File: src/shared/csa_pkg.sv
// Constants, carrier types and helpers for the capture address block
package csa_pkg;

    // Register byte offsets on the APB window
    localparam logic [7:0] CSA_OFS_SUBPIC_CFG = 8'h00;
    localparam logic [7:0] CSA_OFS_LINE_OFS = 8'h04;
    localparam logic [7:0] CSA_OFS_CTRL = 8'h08;
    localparam logic [7:0] CSA_OFS_STATUS = 8'h0c;

    // Field positions of sub_picture_config
    localparam int CSA_HSTART_LSB = 16;
    localparam int CSA_HSTART_MSB = 23;
    localparam int CSA_WIDTH_LSB = 0;
    localparam int CSA_WIDTH_MSB = 8;

    // Field positions of the storage control register
    localparam int CSA_CTRL_SUBPIC = 0;
    localparam int CSA_CTRL_RAW = 1;
    localparam int CSA_CTRL_MUXED = 2;
    localparam int CSA_LINES_LSB = 16;
    localparam int CSA_LINES_MSB = 27;

    // Status bit positions
    localparam int CSA_ST_WIDTH_BAD = 0;
    localparam int CSA_ST_HSTART_BIG = 1;
    localparam int CSA_ST_HSTART_ODD = 2;
    localparam int CSA_ST_OFS_ODD = 3;
    localparam int CSA_ST_BUSY = 4;

    // Reset values
    localparam logic [31:0] CSA_SUBPIC_RST = 32'h0000_0000;
    localparam logic [31:0] CSA_LINE_OFS_RST = 32'h0000_0000;
    localparam logic [31:0] CSA_CTRL_RST = 32'h0000_0000;

    // Low address bits that must be clear (8-byte units)
    localparam int CSA_ALIGN_BITS = 3;

    // Area start addresses from the neighbouring registers
    typedef struct packed {
        logic [31:0] top_luma;
        logic [31:0] bottom_luma;
        logic [31:0] top_chroma;
        logic [31:0] bottom_chroma;
        logic [31:0] top_vanc;
        logic [31:0] bottom_vanc;
    } csa_area_t;

    // One store request from the capture datapath
    typedef struct packed {
        logic bottom;
        logic chroma;
        logic vanc;
        logic [11:0] line;
        logic [11:0] xpos;
    } csa_req_t;

    // Decoded configuration
    typedef struct packed {
        logic subpic;
        logic raw;
        logic muxed;
        logic [7:0] hstart;
        logic [8:0] width;
        logic [11:0] lines;
        logic [31:0] line_ofs;
    } csa_cfg_t;

    // Log2 of a sub-picture width; reserved codes fall back to 16 bytes
    function automatic logic [3:0] csa_width_log2(input logic [8:0] w);
        case (w)
            9'h010: csa_width_log2 = 4'h4;
            9'h020: csa_width_log2 = 4'h5;
            9'h040: csa_width_log2 = 4'h6;
            9'h080: csa_width_log2 = 4'h7;
            9'h100: csa_width_log2 = 4'h8;
            default: csa_width_log2 = 4'h4;
        endcase
    endfunction

    // True for the five legal sub-picture width codes
    function automatic logic csa_width_ok(input logic [8:0] w);
        csa_width_ok = (w == 9'h010) || (w == 9'h020) || (w == 9'h040) ||
            (w == 9'h080) || (w == 9'h100);
    endfunction

endpackage

File: src/verilog/csa_addr_calc.sv
// Line and sub-picture store address arithmetic
`timescale 1ns/1ns
`default_nettype none
module csa_addr_calc (
    input wire csa_pkg::csa_cfg_t cfg_i,
    input wire logic [31:0] start_i,
    input wire csa_pkg::csa_req_t req_i,
    output logic [31:0] addr_o
);
    logic [3:0] k;
    logic [12:0] pos;
    logic [31:0] step;
    logic [31:0] raster;
    logic [31:0] tile;
    logic [31:0] col;
    logic [31:0] stride;
    logic [31:0] sub;
    logic use_sub;

    // Sub-picture geometry, start displacement added to byte position
    assign k = csa_pkg::csa_width_log2(cfg_i.width);
    assign pos = {5'h00, cfg_i.hstart} + {1'b0, req_i.xpos};
    // Ancillary lines in muxed mode step by twice the pitch
    assign step = (req_i.vanc && cfg_i.muxed) ?
        {cfg_i.line_ofs[30:0], 1'b0} : cfg_i.line_ofs;
    // Raster: start plus pitch times line index
    assign raster = 32'(start_i + step * 32'(req_i.line)
        + 32'(req_i.xpos));
    // Sub-picture: column tiles of width bytes, one tile per field height
    assign tile = 32'(pos) >> k;
    assign col = 32'(pos) & ((32'h1 << k) - 32'h1);
    assign stride = 32'(cfg_i.lines) << k;
    assign sub = 32'(start_i + tile * stride
        + (32'(req_i.line) << k) + col);
    // Pitch ignored only for image data in sub-picture mode, not raw
    assign use_sub = cfg_i.subpic && !cfg_i.raw && !req_i.vanc;
    assign addr_o = use_sub ? sub : raster;
endmodule // csa_addr_calc
`default_nettype wire

File: src/verilog/csa_out_stage.sv
// One-entry holding stage towards the SDRAM write port
`timescale 1ns/1ns
`default_nettype none
module csa_out_stage #(
    parameter int ADDR_W = 32
) (
    input wire logic clk_i,
    input wire logic rst_ni,
    input wire logic in_valid_i,
    output logic in_ready_o,
    input wire logic [ADDR_W-1:0] in_addr_i,
    output logic out_valid_o,
    input wire logic out_ready_i,
    output logic [ADDR_W-1:0] out_addr_o
);
    typedef enum logic {CSA_EMPTY = 1'b0, CSA_FULL = 1'b1} csa_slot_t;
    csa_slot_t state_q;
    csa_slot_t state_d;
    logic [ADDR_W-1:0] addr_q;
    logic take;

    // Width check at elaboration
    if (ADDR_W < 8 || ADDR_W > 32) begin : g_bad_width
        $error("csa_out_stage: ADDR_W out of range");
    end

    // Accept when empty or when the held word leaves this cycle
    assign in_ready_o = (state_q == CSA_EMPTY) || out_ready_i;
    assign take = in_valid_i && in_ready_o;
    assign out_valid_o = (state_q == CSA_FULL);
    assign out_addr_o = addr_q;

    // Next slot state
    always_comb begin
        case (state_q)
            CSA_EMPTY: state_d = take ? CSA_FULL : CSA_EMPTY;
            CSA_FULL: state_d = (out_ready_i && !take) ? CSA_EMPTY : CSA_FULL;
            default: state_d = CSA_EMPTY;
        endcase
    end

    // Slot registers
    always_ff @(posedge clk_i or negedge rst_ni) begin
        if (!rst_ni) begin
            state_q <= CSA_EMPTY;
            addr_q <= '0;
        end else begin
            state_q <= state_d;
            if (take) begin
                addr_q <= in_addr_i;
            end
        end
    end
endmodule // csa_out_stage
`default_nettype wire

File: src/verilog/csa_top.sv
// Capture store address block: APB registers and address generation
//
// Summary of operation
// - Holds 8-bit horizontal start byte displacement from area start.
// - Holds 9-bit sub-picture width, used for luma/chroma image data only.
// - Sub-picture width acts only when sub-picture storage is selected.
// - One width serves luma, chroma, both fields; tiles begin at area start.
// - Line offset also steps lines of raw capture data.
// - Raster line address is start plus offset times line; ignored in tiles.
// - Vertical ancillary in muxed mode uses twice the line offset.
//
// Our own choices: the register offsets and the APB register port.
`timescale 1ns/1ns
`default_nettype none
module csa_top (
    input wire logic CORE_CLK_I,
    input wire logic RESETN_I,
    input wire logic PSEL_I,
    input wire logic PENABLE_I,
    input wire logic PWRITE_I,
    input wire logic [7:0] PADDR_I,
    input wire logic [31:0] PWDATA_I,
    output logic [31:0] PRDATA_O,
    output logic PREADY_O,
    output logic PSLVERR_O,
    input wire csa_pkg::csa_area_t AREA_STARTS_I,
    input wire logic REQ_VALID_I,
    output logic REQ_READY_O,
    input wire csa_pkg::csa_req_t REQ_I,
    output logic WR_VALID_O,
    input wire logic WR_READY_I,
    output logic [31:0] WR_ADDR_O
);
    // Register state
    logic [7:0] hstart_q;
    logic [8:0] width_q;
    logic [31:0] line_ofs_q;
    logic [31:0] ctrl_q;
    logic [31:0] prdata_q;
    logic pslverr_q;

    // Bus decode
    logic setup_w;
    logic write_w;
    logic hit_cfg;
    logic hit_ofs;
    logic hit_ctrl;
    logic hit_st;
    logic mapped;
    logic [31:0] cfg_view;
    logic [31:0] status_view;
    logic [31:0] rd_mux;

    // Address path
    csa_pkg::csa_cfg_t cfg;
    logic [31:0] sel_start;
    logic [31:0] calc_addr;

    // Setup cycle latches read data, access cycle commits writes
    assign setup_w = PSEL_I && !PENABLE_I;
    assign write_w = PSEL_I && PENABLE_I && PWRITE_I;
    assign hit_cfg = (PADDR_I == csa_pkg::CSA_OFS_SUBPIC_CFG);
    assign hit_ofs = (PADDR_I == csa_pkg::CSA_OFS_LINE_OFS);
    assign hit_ctrl = (PADDR_I == csa_pkg::CSA_OFS_CTRL);
    assign hit_st = (PADDR_I == csa_pkg::CSA_OFS_STATUS);
    assign mapped = hit_cfg || hit_ofs || hit_ctrl || hit_st;

    // Zero-wait slave
    assign PREADY_O = 1'b1;
    assign PRDATA_O = prdata_q;
    assign PSLVERR_O = pslverr_q;

    // Read view of sub-picture config, reserved bits zero
    assign cfg_view = {8'h00, hstart_q, 7'h00, width_q};

    // Live configuration checks shown in status
    assign status_view = {27'h0000000,
        WR_VALID_O,
        (line_ofs_q[csa_pkg::CSA_ALIGN_BITS-1:0] != 3'h0),
        (hstart_q[csa_pkg::CSA_ALIGN_BITS-1:0] != 3'h0),
        ({1'b0, hstart_q} >= width_q),
        !csa_pkg::csa_width_ok(width_q)};

    // Read data selection
    assign rd_mux = hit_cfg ? cfg_view :
        hit_ofs ? line_ofs_q :
        hit_ctrl ? ctrl_q :
        hit_st ? status_view : 32'h0000_0000;

    // Register writes, reserved config bits dropped
    always_ff @(posedge CORE_CLK_I or negedge RESETN_I) begin
        if (!RESETN_I) begin
            hstart_q <= csa_pkg::CSA_SUBPIC_RST[23:16];
            width_q <= csa_pkg::CSA_SUBPIC_RST[8:0];
            line_ofs_q <= csa_pkg::CSA_LINE_OFS_RST;
            ctrl_q <= csa_pkg::CSA_CTRL_RST;
        end else if (write_w) begin
            if (hit_cfg) begin
                hstart_q <= PWDATA_I[23:16];
                width_q <= PWDATA_I[8:0];
            end
            if (hit_ofs) begin
                line_ofs_q <= PWDATA_I;
            end
            if (hit_ctrl) begin
                ctrl_q <= PWDATA_I & 32'h0fff_0007;
            end
        end
    end

    // Read answer and error flag held through the access cycle
    always_ff @(posedge CORE_CLK_I or negedge RESETN_I) begin
        if (!RESETN_I) begin
            prdata_q <= 32'h0000_0000;
            pslverr_q <= 1'b0;
        end else if (setup_w) begin
            prdata_q <= PWRITE_I ? 32'h0000_0000 : rd_mux;
            pslverr_q <= !mapped;
        end
    end

    // Configuration bundle for the arithmetic
    assign cfg.subpic = ctrl_q[csa_pkg::CSA_CTRL_SUBPIC];
    assign cfg.raw = ctrl_q[csa_pkg::CSA_CTRL_RAW];
    assign cfg.muxed = ctrl_q[csa_pkg::CSA_CTRL_MUXED];
    assign cfg.hstart = hstart_q;
    assign cfg.width = width_q;
    assign cfg.lines = ctrl_q[27:16];
    assign cfg.line_ofs = line_ofs_q;

    // Area start per field and component, shared width for all four
    assign sel_start = REQ_I.vanc ?
        (REQ_I.bottom ? AREA_STARTS_I.bottom_vanc : AREA_STARTS_I.top_vanc) :
        REQ_I.chroma ?
        (REQ_I.bottom ? AREA_STARTS_I.bottom_chroma :
            AREA_STARTS_I.top_chroma) :
        (REQ_I.bottom ? AREA_STARTS_I.bottom_luma :
            AREA_STARTS_I.top_luma);

    // Address arithmetic
    csa_addr_calc u_calc (
        .cfg_i(cfg),
        .start_i(sel_start),
        .req_i(REQ_I),
        .addr_o(calc_addr)
    );

    // Holding stage towards the SDRAM controller
    csa_out_stage #(
        .ADDR_W(32)
    ) u_out (
        .clk_i(CORE_CLK_I),
        .rst_ni(RESETN_I),
        .in_valid_i(REQ_VALID_I),
        .in_ready_o(REQ_READY_O),
        .in_addr_i(calc_addr),
        .out_valid_o(WR_VALID_O),
        .out_ready_i(WR_READY_I),
        .out_addr_o(WR_ADDR_O)
    );

    logic req_take;
    logic raster_img;
    logic [31:0] exp_raster;
    logic [31:0] exp_vanc2;
    assign req_take = REQ_VALID_I && REQ_READY_O;
    assign raster_img = !cfg.subpic && !REQ_I.vanc;
    assign exp_raster = 32'(sel_start + line_ofs_q * 32'(REQ_I.line)
        + 32'(REQ_I.xpos));
    assign exp_vanc2 = 32'(sel_start
        + {line_ofs_q[30:0], 1'b0} * 32'(REQ_I.line));
endmodule // csa_top
`default_nettype wire
File: config.mk
export PLATFORM = sky130hd
export DESIGN_NAME = csa_top
export DESIGN_NICKNAME = d
export VERILOG_FILES = /design/src/shared/csa_pkg.sv /design/src/verilog/csa_addr_calc.sv /design/src/verilog/csa_out_stage.sv /design/src/verilog/csa_top.sv
export SDC_FILE = /design/constraint.sdc
export NUM_CORES = 2
export LEC_CHECK = 0
export BUFFER_PORTS_ARGS = -buffer_cell sky130_fd_sc_hd__buf_2
export CORE_ASPECT_RATIO = 0.5
export CORE_MARGIN = 2
export CORE_UTILIZATION = 63
export DETAILED_ROUTE_END_ITERATION = 10
export PLACE_DENSITY = 0.95
export SYNTH_ARGS = -nofsm -noshare
export SYNTH_HDL_FRONTEND = slang
export SYNTH_SLANG_ARGS = --single-unit
export TNS_END_PERCENT = 10
File: constraint.sdc
create_clock -name CORE_CLK_I -period 10.4 [get_ports CORE_CLK_I]
set_clock_uncertainty 0.1 [all_clocks]
set_input_delay 0.52 -clock CORE_CLK_I [delete_from_list [all_inputs] [get_ports CORE_CLK_I]]
set_output_delay 0.52 -clock CORE_CLK_I [all_outputs]
set_load 0.01 [all_outputs]
**Word-level counts from Yosys, hierarchy flattened**

Cells that the tools add are included.

- Add/sub/neg operators: 7
- Multipliers: 2
- Magnitude comparators: 1
- Eq/ne operators: 8
- Shift-type cells: 4
- Mux-type cells: 16
- Bitwise logic cells: 2
- Reduce and logical (&&, ||, !) cells: 28

Operator list:

| cell | number |
|---|---|
| 32-bit 2-to-1 mux | 10 |
| 32-bit adder | 4 |
| 12-bit by 4-bit left shift with 32-bit output | 2 |
| 32-bit by 12-bit adder with 32-bit output | 1 |
| 13-bit by 32-bit AND with 32-bit output | 1 |
| 32-bit by 12-bit multiplier with 32-bit output | 1 |
| 32-bit by 32-bit multiplier with 32-bit output | 1 |
| 1-bit by 4-bit left shift with 32-bit output (first input constant) | 1 |
| 13-bit by 4-bit right shift with 32-bit output | 1 |
| 32-bit by 1-bit subtractor with 32-bit output (second input constant) | 1 |
| 28-bit 2-to-1 mux | 1 |
| 8-bit by 4-bit equality test with 1-bit output (second input constant) | 2 |
| 4-bit case mux with 4 select lines | 1 |
| 8-bit by 12-bit adder with 13-bit output | 1 |
| 9-bit by 5-bit equality test with 1-bit output (second input constant) | 1 |
| 9-bit by 6-bit equality test with 1-bit output (second input constant) | 1 |
| 9-bit by 7-bit equality test with 1-bit output (second input constant) | 1 |
| 9-bit by 8-bit equality test with 1-bit output (second input constant) | 1 |
| 9-bit equality test (second input constant) | 1 |
| 8-bit by 9-bit greater-or-equal comparator with 1-bit output | 1 |
| 8-bit by 3-bit equality test with 1-bit output (second input constant) | 1 |
| 1-bit logical AND | 8 |
| 8-bit logical NOT | 1 |
| 1-bit logical OR | 8 |
| other kinds (7) | 16 |

- Flip-flop bits (word level): 130
- Input port bits: 266
- Output and inout port bits: 68
- Logic and storage cells: 76

**Logic depth before layout (Yosys ltp)**

- Depth after elaboration: 11
- Gate-level depth with buffers: 41
- Depth with buffers taken out: 40

**Cells and area by module**

Synthesis repeated with hierarchy kept, for this count alone.

- Cells, all modules: 3371
- Area, all modules: 32177.1 µm²

By module, submodules not included:

| module | instances | cells an instance | area each (µm²) | seq. area each (µm²) |
|---|---|---|---|---|
| csa_addr_calc | 1 | 2817 | 24912.6 | 0.0 |
| csa_top | 1 | 483 | 5873.1 | 2427.3 |
| csa_out_stage | 1 | 71 | 1391.3 | 825.8 |

**Worst setup path after synthesis**

Ideal clock, no wire load.

- Path type: input to register
- Start: input REQ_I[0] (netlist bit)
- End: register u_out.addr_q[24] (netlist: u_out.out_addr_o[24])
- Library setup time: 0.126 ns
- Arrival: 8.841 ns
- Data required time: 10.174 ns
- Setup slack: 1.333 ns
- Cell stages on the path: 36
- Path buffers: 0
- Path through: ha_1 inv_1 fa_1 nor2b_1 o21ai_1 a21boi_1 o21ai_1 a211oi_2 mux2i_1 mux2i_1 a22oi_1 nand2b_1 nor2_1 fa_1 fa_1 inv_1 fa_1 fa_1 inv_1 ha_1 fa_1 fa_1 inv_1 fa_1 inv_1 ha_1 a21oi_1 o21ai_0 a21o_1 a221oi_4 a21oi_2 a31o_1 a21o_1 a21oi_2 xnor2_1 a221o_1

- Word-level cells in the longest chain between the ends: 7
- Elaborated cells on any way between the ends: 9
- Those cells by class: add/sub: 5; mul: 1; shift: 1; mux: 1; bitwise: 1

Ends and longest elaborated chain:

| element | RTL line | text |
|---|---|---|
| start: declaration | csa_top.sv:29 | `input wire csa_pkg::csa_req_t REQ_I,` |
| 8-bit by 12-bit adder with 13-bit output | csa_addr_calc.sv:22 | `assign pos = {5'h00, cfg_i.hstart} + {1'b0, req_i.xpos};` |
| 13-bit by 4-bit right shift with 32-bit output | csa_addr_calc.sv:30 | `assign tile = 32'(pos) >> k;` |
| 32-bit by 32-bit multiplier with 32-bit output | csa_addr_calc.sv:33 | `assign sub = 32'(start_i + tile * stride` |
| 32-bit adder | csa_addr_calc.sv:33 |  |
| 32-bit adder (2 in a row) | csa_addr_calc.sv:34 | `+ (32'(req_i.line) << k) + col);` |
| 32-bit 2-to-1 mux * | csa_addr_calc.sv:37 | `assign addr_o = use_sub ? sub : raster;` |
| end signal: assignment | csa_out_stage.sv:50 | `addr_q <= in_addr_i;` |
| end: declaration | csa_out_stage.sv:19 | `logic [ADDR_W-1:0] addr_q;` |

Every way passes the cells marked *; elsewhere a longest branch is shown, timed or not.
A chain may end at the register's enable or synchronous reset.

**Worst setup path in the final report**

- Start: register hstart_q[1]
- End: register u_out.addr_q[31] (netlist: u_out.out_addr_o[31])

- Word-level cells in the longest chain between the ends: 7
- Elaborated cells on any way between the ends: 8
- Those cells by class: add/sub: 4; mul: 1; shift: 1; mux: 1; bitwise: 1

Ends and longest elaborated chain:

| element | RTL line | text |
|---|---|---|
| start: declaration | csa_top.sv:35 | `logic [7:0] hstart_q;` |
| start signal: assignment | csa_top.sv:93 | `hstart_q <= csa_pkg::CSA_SUBPIC_RST[23:16];` |
| start signal: assignment | csa_top.sv:99 | `hstart_q <= PWDATA_I[23:16];` |
| 8-bit by 12-bit adder with 13-bit output * | csa_addr_calc.sv:22 |  |
| 13-bit by 4-bit right shift with 32-bit output | csa_addr_calc.sv:30 |  |
| 32-bit by 32-bit multiplier with 32-bit output | csa_addr_calc.sv:33 |  |
| 32-bit adder | csa_addr_calc.sv:33 |  |
| 32-bit adder | csa_addr_calc.sv:34 |  |
| 32-bit adder * | csa_addr_calc.sv:34 |  |
| 32-bit 2-to-1 mux * | csa_addr_calc.sv:37 |  |

Marks and branches as above.

==> run summary <==
Sw Share -> 52.89%
Horiz. Die Dim -> 319.4 um
Longest Clk Path Bufs -> 2
Clock slew seen by the registers of the worst setup and hold paths -> 0.07 ns
Nets -> 4964
DP Cell Count -> 4458
Final Hold Fails -> 0
Sequential area share after synthesis -> 10.38%
Net switching power -> 0.004133 W
Clk_lat worst skew -> 0.45 ns
Die boundary height -> 161.7 um
Full die area -> 51640 um^2
Share of synthesized cell area in full adder, half adder and majority cells -> 48.83%
Class of the tightest hold or removal check -> input pin to flip-flop
Largest driver fanout on the critical path -> 12
Most common cell in the netlist -> sky130_fd_sc_hd__inv_1
Worst slack, placed -> -0.06432 ns
Top cell type by total area after synthesis -> sky130_fd_sc_hd__fa_1
Sequential Area -> 3253 um^2
Post-route design area -> 34910 um^2
Worst reg2reg path startpoint -> hstart_q[1]$_DFFE_PN0P_
Cell with the biggest individual delay on the critical path -> sky130_fd_sc_hd__fa_1
Multiplexer area fraction after synthesis -> 6.925%
Delay of the slowest cell on the worst path -> 0.51 ns
Placer's final routability congestion estimate -> 1.070
Worst reg2reg setup slack -> 0.50 ns
Routed wire length -> 101200 um
Number of global-route vias before repair -> 28410
Number of antenna violations at the first check in global routing -> 7
Number of remaining DRC errors -> 4
Type of element launching the critical path -> flip-flop
Starting utilization of the core area -> 64.22%
Area inside the core boundary -> 48780 um^2
GRT Max-Usage Layer -> met2
Port Buffers -> 332
Number of flops mapped to enable cells by yosys -> 0
Slew Limit Headroom -> 10.12%
Data required, critical path -> 10.64 ns
Mean routed wirelength per cell -> 22.52 um
Iter 0 DRT Violations -> 3742
Share of total power in combinational logic -> 84.5%
CTS root buffer -> sky130_fd_sc_hd__clkbuf_16
Count of antenna-violating nets left after detailed routing -> 0
Total cell area at the placement stage -> 34230 um^2
Clk sink count -> 130
Global-route congestion overflow total -> 0
CTS tree -> built
Endpoint of the most critical register-to-register path -> u_out.out_addr_o[31]$_DFFE_PN0P_
Area growth syn-to-layout -> 11.42%
Number of warnings printed during yosys synthesis -> 0
Total of max-cap violations -> 0
Setup WS post-layout -> 0.4955 ns
Main synth FF type -> sky130_fd_sc_hd__dfrtp_1
Router iterations before antenna repair -> 11
Worst path most repeated cell -> sky130_fd_sc_hd__fa_1
P_int -> 0.003681 W
Top area cells in the synthesized netlist -> sky130_fd_sc_hd__fa_1, sky130_fd_sc_hd__ha_1, sky130_fd_sc_hd__dfrtp_1
Share of Yosys cell area claimed by the top area cell type -> 37.89%
Final cycle utilization of the critical path -> 95.24%
Combined area of all synthesized cells -> 31330 um^2
Worst setup path startpoint -> hstart_q[1]$_DFFE_PN0P_
Total buffers and inverters traversed by the critical path -> 5
Via density per instance -> 5.932
CTS H-Tree Depth -> 4
Post-layout minimum cycle time -> 9.905 ns
Global-route track usage on met2 -> 59.80%
Vias post-DR -> 26660
Total clock buffers created by CTS -> 17
Slew @ Worst Pin -> 1.339 ns
Synthesized-area fraction occupied by ao, oa, aoi and oai cells -> 8.498%
Setup repair after global routing missed its margin -> no
Routing usage on met1 -> 50.76%
Count of standard-cell rows -> 57
Sum of net half-perimeters after detailed placement -> 84010 um
Share of post-route cells with drive strength above 1 -> 13.66%
Slew Viols, Final -> 0
Critical path class -> flip-flop to flip-flop
Arr. time, crit path -> 10.14 ns
XOR/XNOR Fraction of Synth Area -> 2.588%
Flops & latches, synth -> 130
Area fraction in and, or, nand and nor cells after synthesis -> 12.32%
Io pins -> 334
Worst ir drop on vdd -> 0.6254 mV
Total area of multi-input combinational cells -> 25640 um^2
Asr flop ratio synth -> 100.0%
Setup-failing EPs final -> 0
Failing checks -> design-rule violations
Setup crit end -> u_out.out_addr_o[31]$_DFFE_PN0P_
Pleak -> 18.42 nW
Maximum achievable frequency -> 101.0 MHz
Synthesized area per cell -> 9.228 um^2
Sort of element at the end of the critical path -> flip-flop
Status -> finished with violations
Reg2Reg Depth -> 35
Dominant combinational cell family by area after synthesis -> adder cells
Overall global routing resource usage -> 40.06%
Reg power frac -> 7.3%
Final cell count without fillers -> 4494
Filler cell count -> 3372
Global Route met3 Usage -> 16.22%
Worst path top cell family by delay -> adder cells
Synth Instances -> 3395
Wire length of the first global-routing pass -> 156000 um
Most frequent cells after synthesis -> sky130_fd_sc_hd__inv_1, sky130_fd_sc_hd__fa_1, sky130_fd_sc_hd__nand2_1
Maximum number of pins on one net before global-route repair -> 71
P per Cell Area -> 223.9 nW/um^2
CP Depth -> 35
Clock Power Share -> 8.1%
Number of different library cells in the post-synthesis netlist -> 82
## cell families after synthesis
| family | after synthesis |
|---|---|
| buffers and inverters | 863 |
| DFF | 130 |
| other | 2 |
| AOI/OAI and AO/OA | 401 |
| and+or+nand+nor | 872 |
| xor gates and xnor gates | 91 |
| muxes | 169 |
| adders and majority gates | 867 |
## worst register-to-register path: cells and delay by family (launching register included)
| family | cells | cell delay (ns) |
|---|---|---|
| fa+ha+maj | 10 | 4.02 |
| compound gates | 14 | 3.58 |
| mux | 2 | 0.50 |
| flops | 1 | 0.45 |
| xor+xnor | 2 | 0.45 |
| simple gates | 2 | 0.40 |
| buf+inv | 5 | 0.28 |
## worst min-delay path by stage
stage	startpoint	end	cells after the start
after global placement	PRDATA_O[4]$_DFFE_PN0P_	PRDATA_O[4]$_DFFE_PN0P_	2
after global routing	PWDATA_I[13]	line_ofs_q[13]$_DFFE_PN0P_	2
after detailed placement	PRDATA_O[21]$_DFFE_PN0P_	PRDATA_O[21]$_DFFE_PN0P_	2
after CTS	REQ_VALID_I	u_out.out_valid_o$_DFF_PN0_	2
after floorplan	RESETN_I	PRDATA_O[0]$_DFFE_PN0P_	0
final	REQ_VALID_I	u_out.out_valid_o$_DFF_PN0_	2
## sequential cells by signal, summed over array words and instances, names as in the netlist
| signal | count |
|---|---|
| width_q | 9 |
| u_out.out_addr_o | 32 |
| PSLVERR_O | 1 |
| line_ofs_q | 32 |
| ctrl_q | 15 |
| hstart_q | 8 |
| PRDATA_O | 32 |
| u_out.out_valid_o | 1 |
## layout make-up
| cell class | instances | area share, % |
|---|---|---|
| clock inverter | 14 | 0.4516 |
| tap | 649 | 2.326 |
| multi-input combinational | 2601 | 73.45 |
| antenna | 2 | 0.01434 |
| inverter | 714 | 7.678 |
| sequential | 130 | 9.319 |
| timing repair buffer | 367 | 5.545 |
| clock buffer | 17 | 1.219 |
## repair_timing
| action | 4_1_cts | 5_1_grt |
|---|---|---|
| endpoints found under the hold margin | 10 | 0 |
| buffers inserted | 0 | 2 |
| hold buffers | 1 | 0 |
| endpoints found under the setup margin | 0 | 12 |
| resized for setup | 0 | 14 |
## metrics by stage
stage / TNS [ns] / total power (W) / hold slack, ns / utilization [%]
after global placement: 0 / 0.006423 / 0.3527 / 70.16
after CTS: 0 / 0.007462 / 0.1909 / 71.38
after detailed placement: -0.06432 / 0.006770 / 0.3632 / 70.16
final: 0 / 0.007814 / 0.2033 / 71.56
after global routing: 0 / 0.008499 / 0.2038 / 71.55
after floorplan: 0 / 0.005280 / 0.1244 / -
## placed cells by master (no fill, tap or decap), types with 13 or more instances in the layout
master,count
sky130_fd_sc_hd__or3_1,16
sky130_fd_sc_hd__mux2i_1,75
sky130_fd_sc_hd__nor2b_1,21
sky130_fd_sc_hd__nand3_1,16
sky130_fd_sc_hd__nor3_1,24
sky130_fd_sc_hd__ha_1,274
sky130_fd_sc_hd__a211oi_1,18
sky130_fd_sc_hd__nand2b_1,14
sky130_fd_sc_hd__nand2_1,417
sky130_fd_sc_hd__or2_1,13
sky130_fd_sc_hd__xor2_1,18
sky130_fd_sc_hd__mux4_2,32
sky130_fd_sc_hd__a31oi_1,16
sky130_fd_sc_hd__a22oi_1,13
sky130_fd_sc_hd__conb_1,201
sky130_fd_sc_hd__o21ai_1,13
sky130_fd_sc_hd__a21oi_1,92
sky130_fd_sc_hd__buf_4,35
sky130_fd_sc_hd__fa_1,593
sky130_fd_sc_hd__inv_1,714
sky130_fd_sc_hd__o21ai_0,79
sky130_fd_sc_hd__mux2_2,59
sky130_fd_sc_hd__buf_2,330
sky130_fd_sc_hd__dfrtp_1,130
sky130_fd_sc_hd__and3_1,21
sky130_fd_sc_hd__clkbuf_16,17
sky130_fd_sc_hd__nor2_1,215
sky130_fd_sc_hd__o21a_1,16
sky130_fd_sc_hd__xnor2_1,72
sky130_fd_sc_hd__a21o_1,51
sky130_fd_sc_hd__and2_1,82
## power groups by stage
stage               clock network, W  registers [W]  logic [W]
CTS                         0.000628       0.000571    0.00626
detailed placement                 0       0.000579    0.00619
global placement                   0       0.000578    0.00585
finish                      0.000635       0.000574    0.00661
global route                0.000647       0.000576    0.00728
floorplan                          0       0.000588    0.00469
## per-layer routing
metal,routed length [um],vias up
met5,36,-
met3,15110,467
met4,6007,6
met2,44080,1931
met1,35980,13000
li1,-,11260
Note: power is estimated with default switching activity, not from simulation.
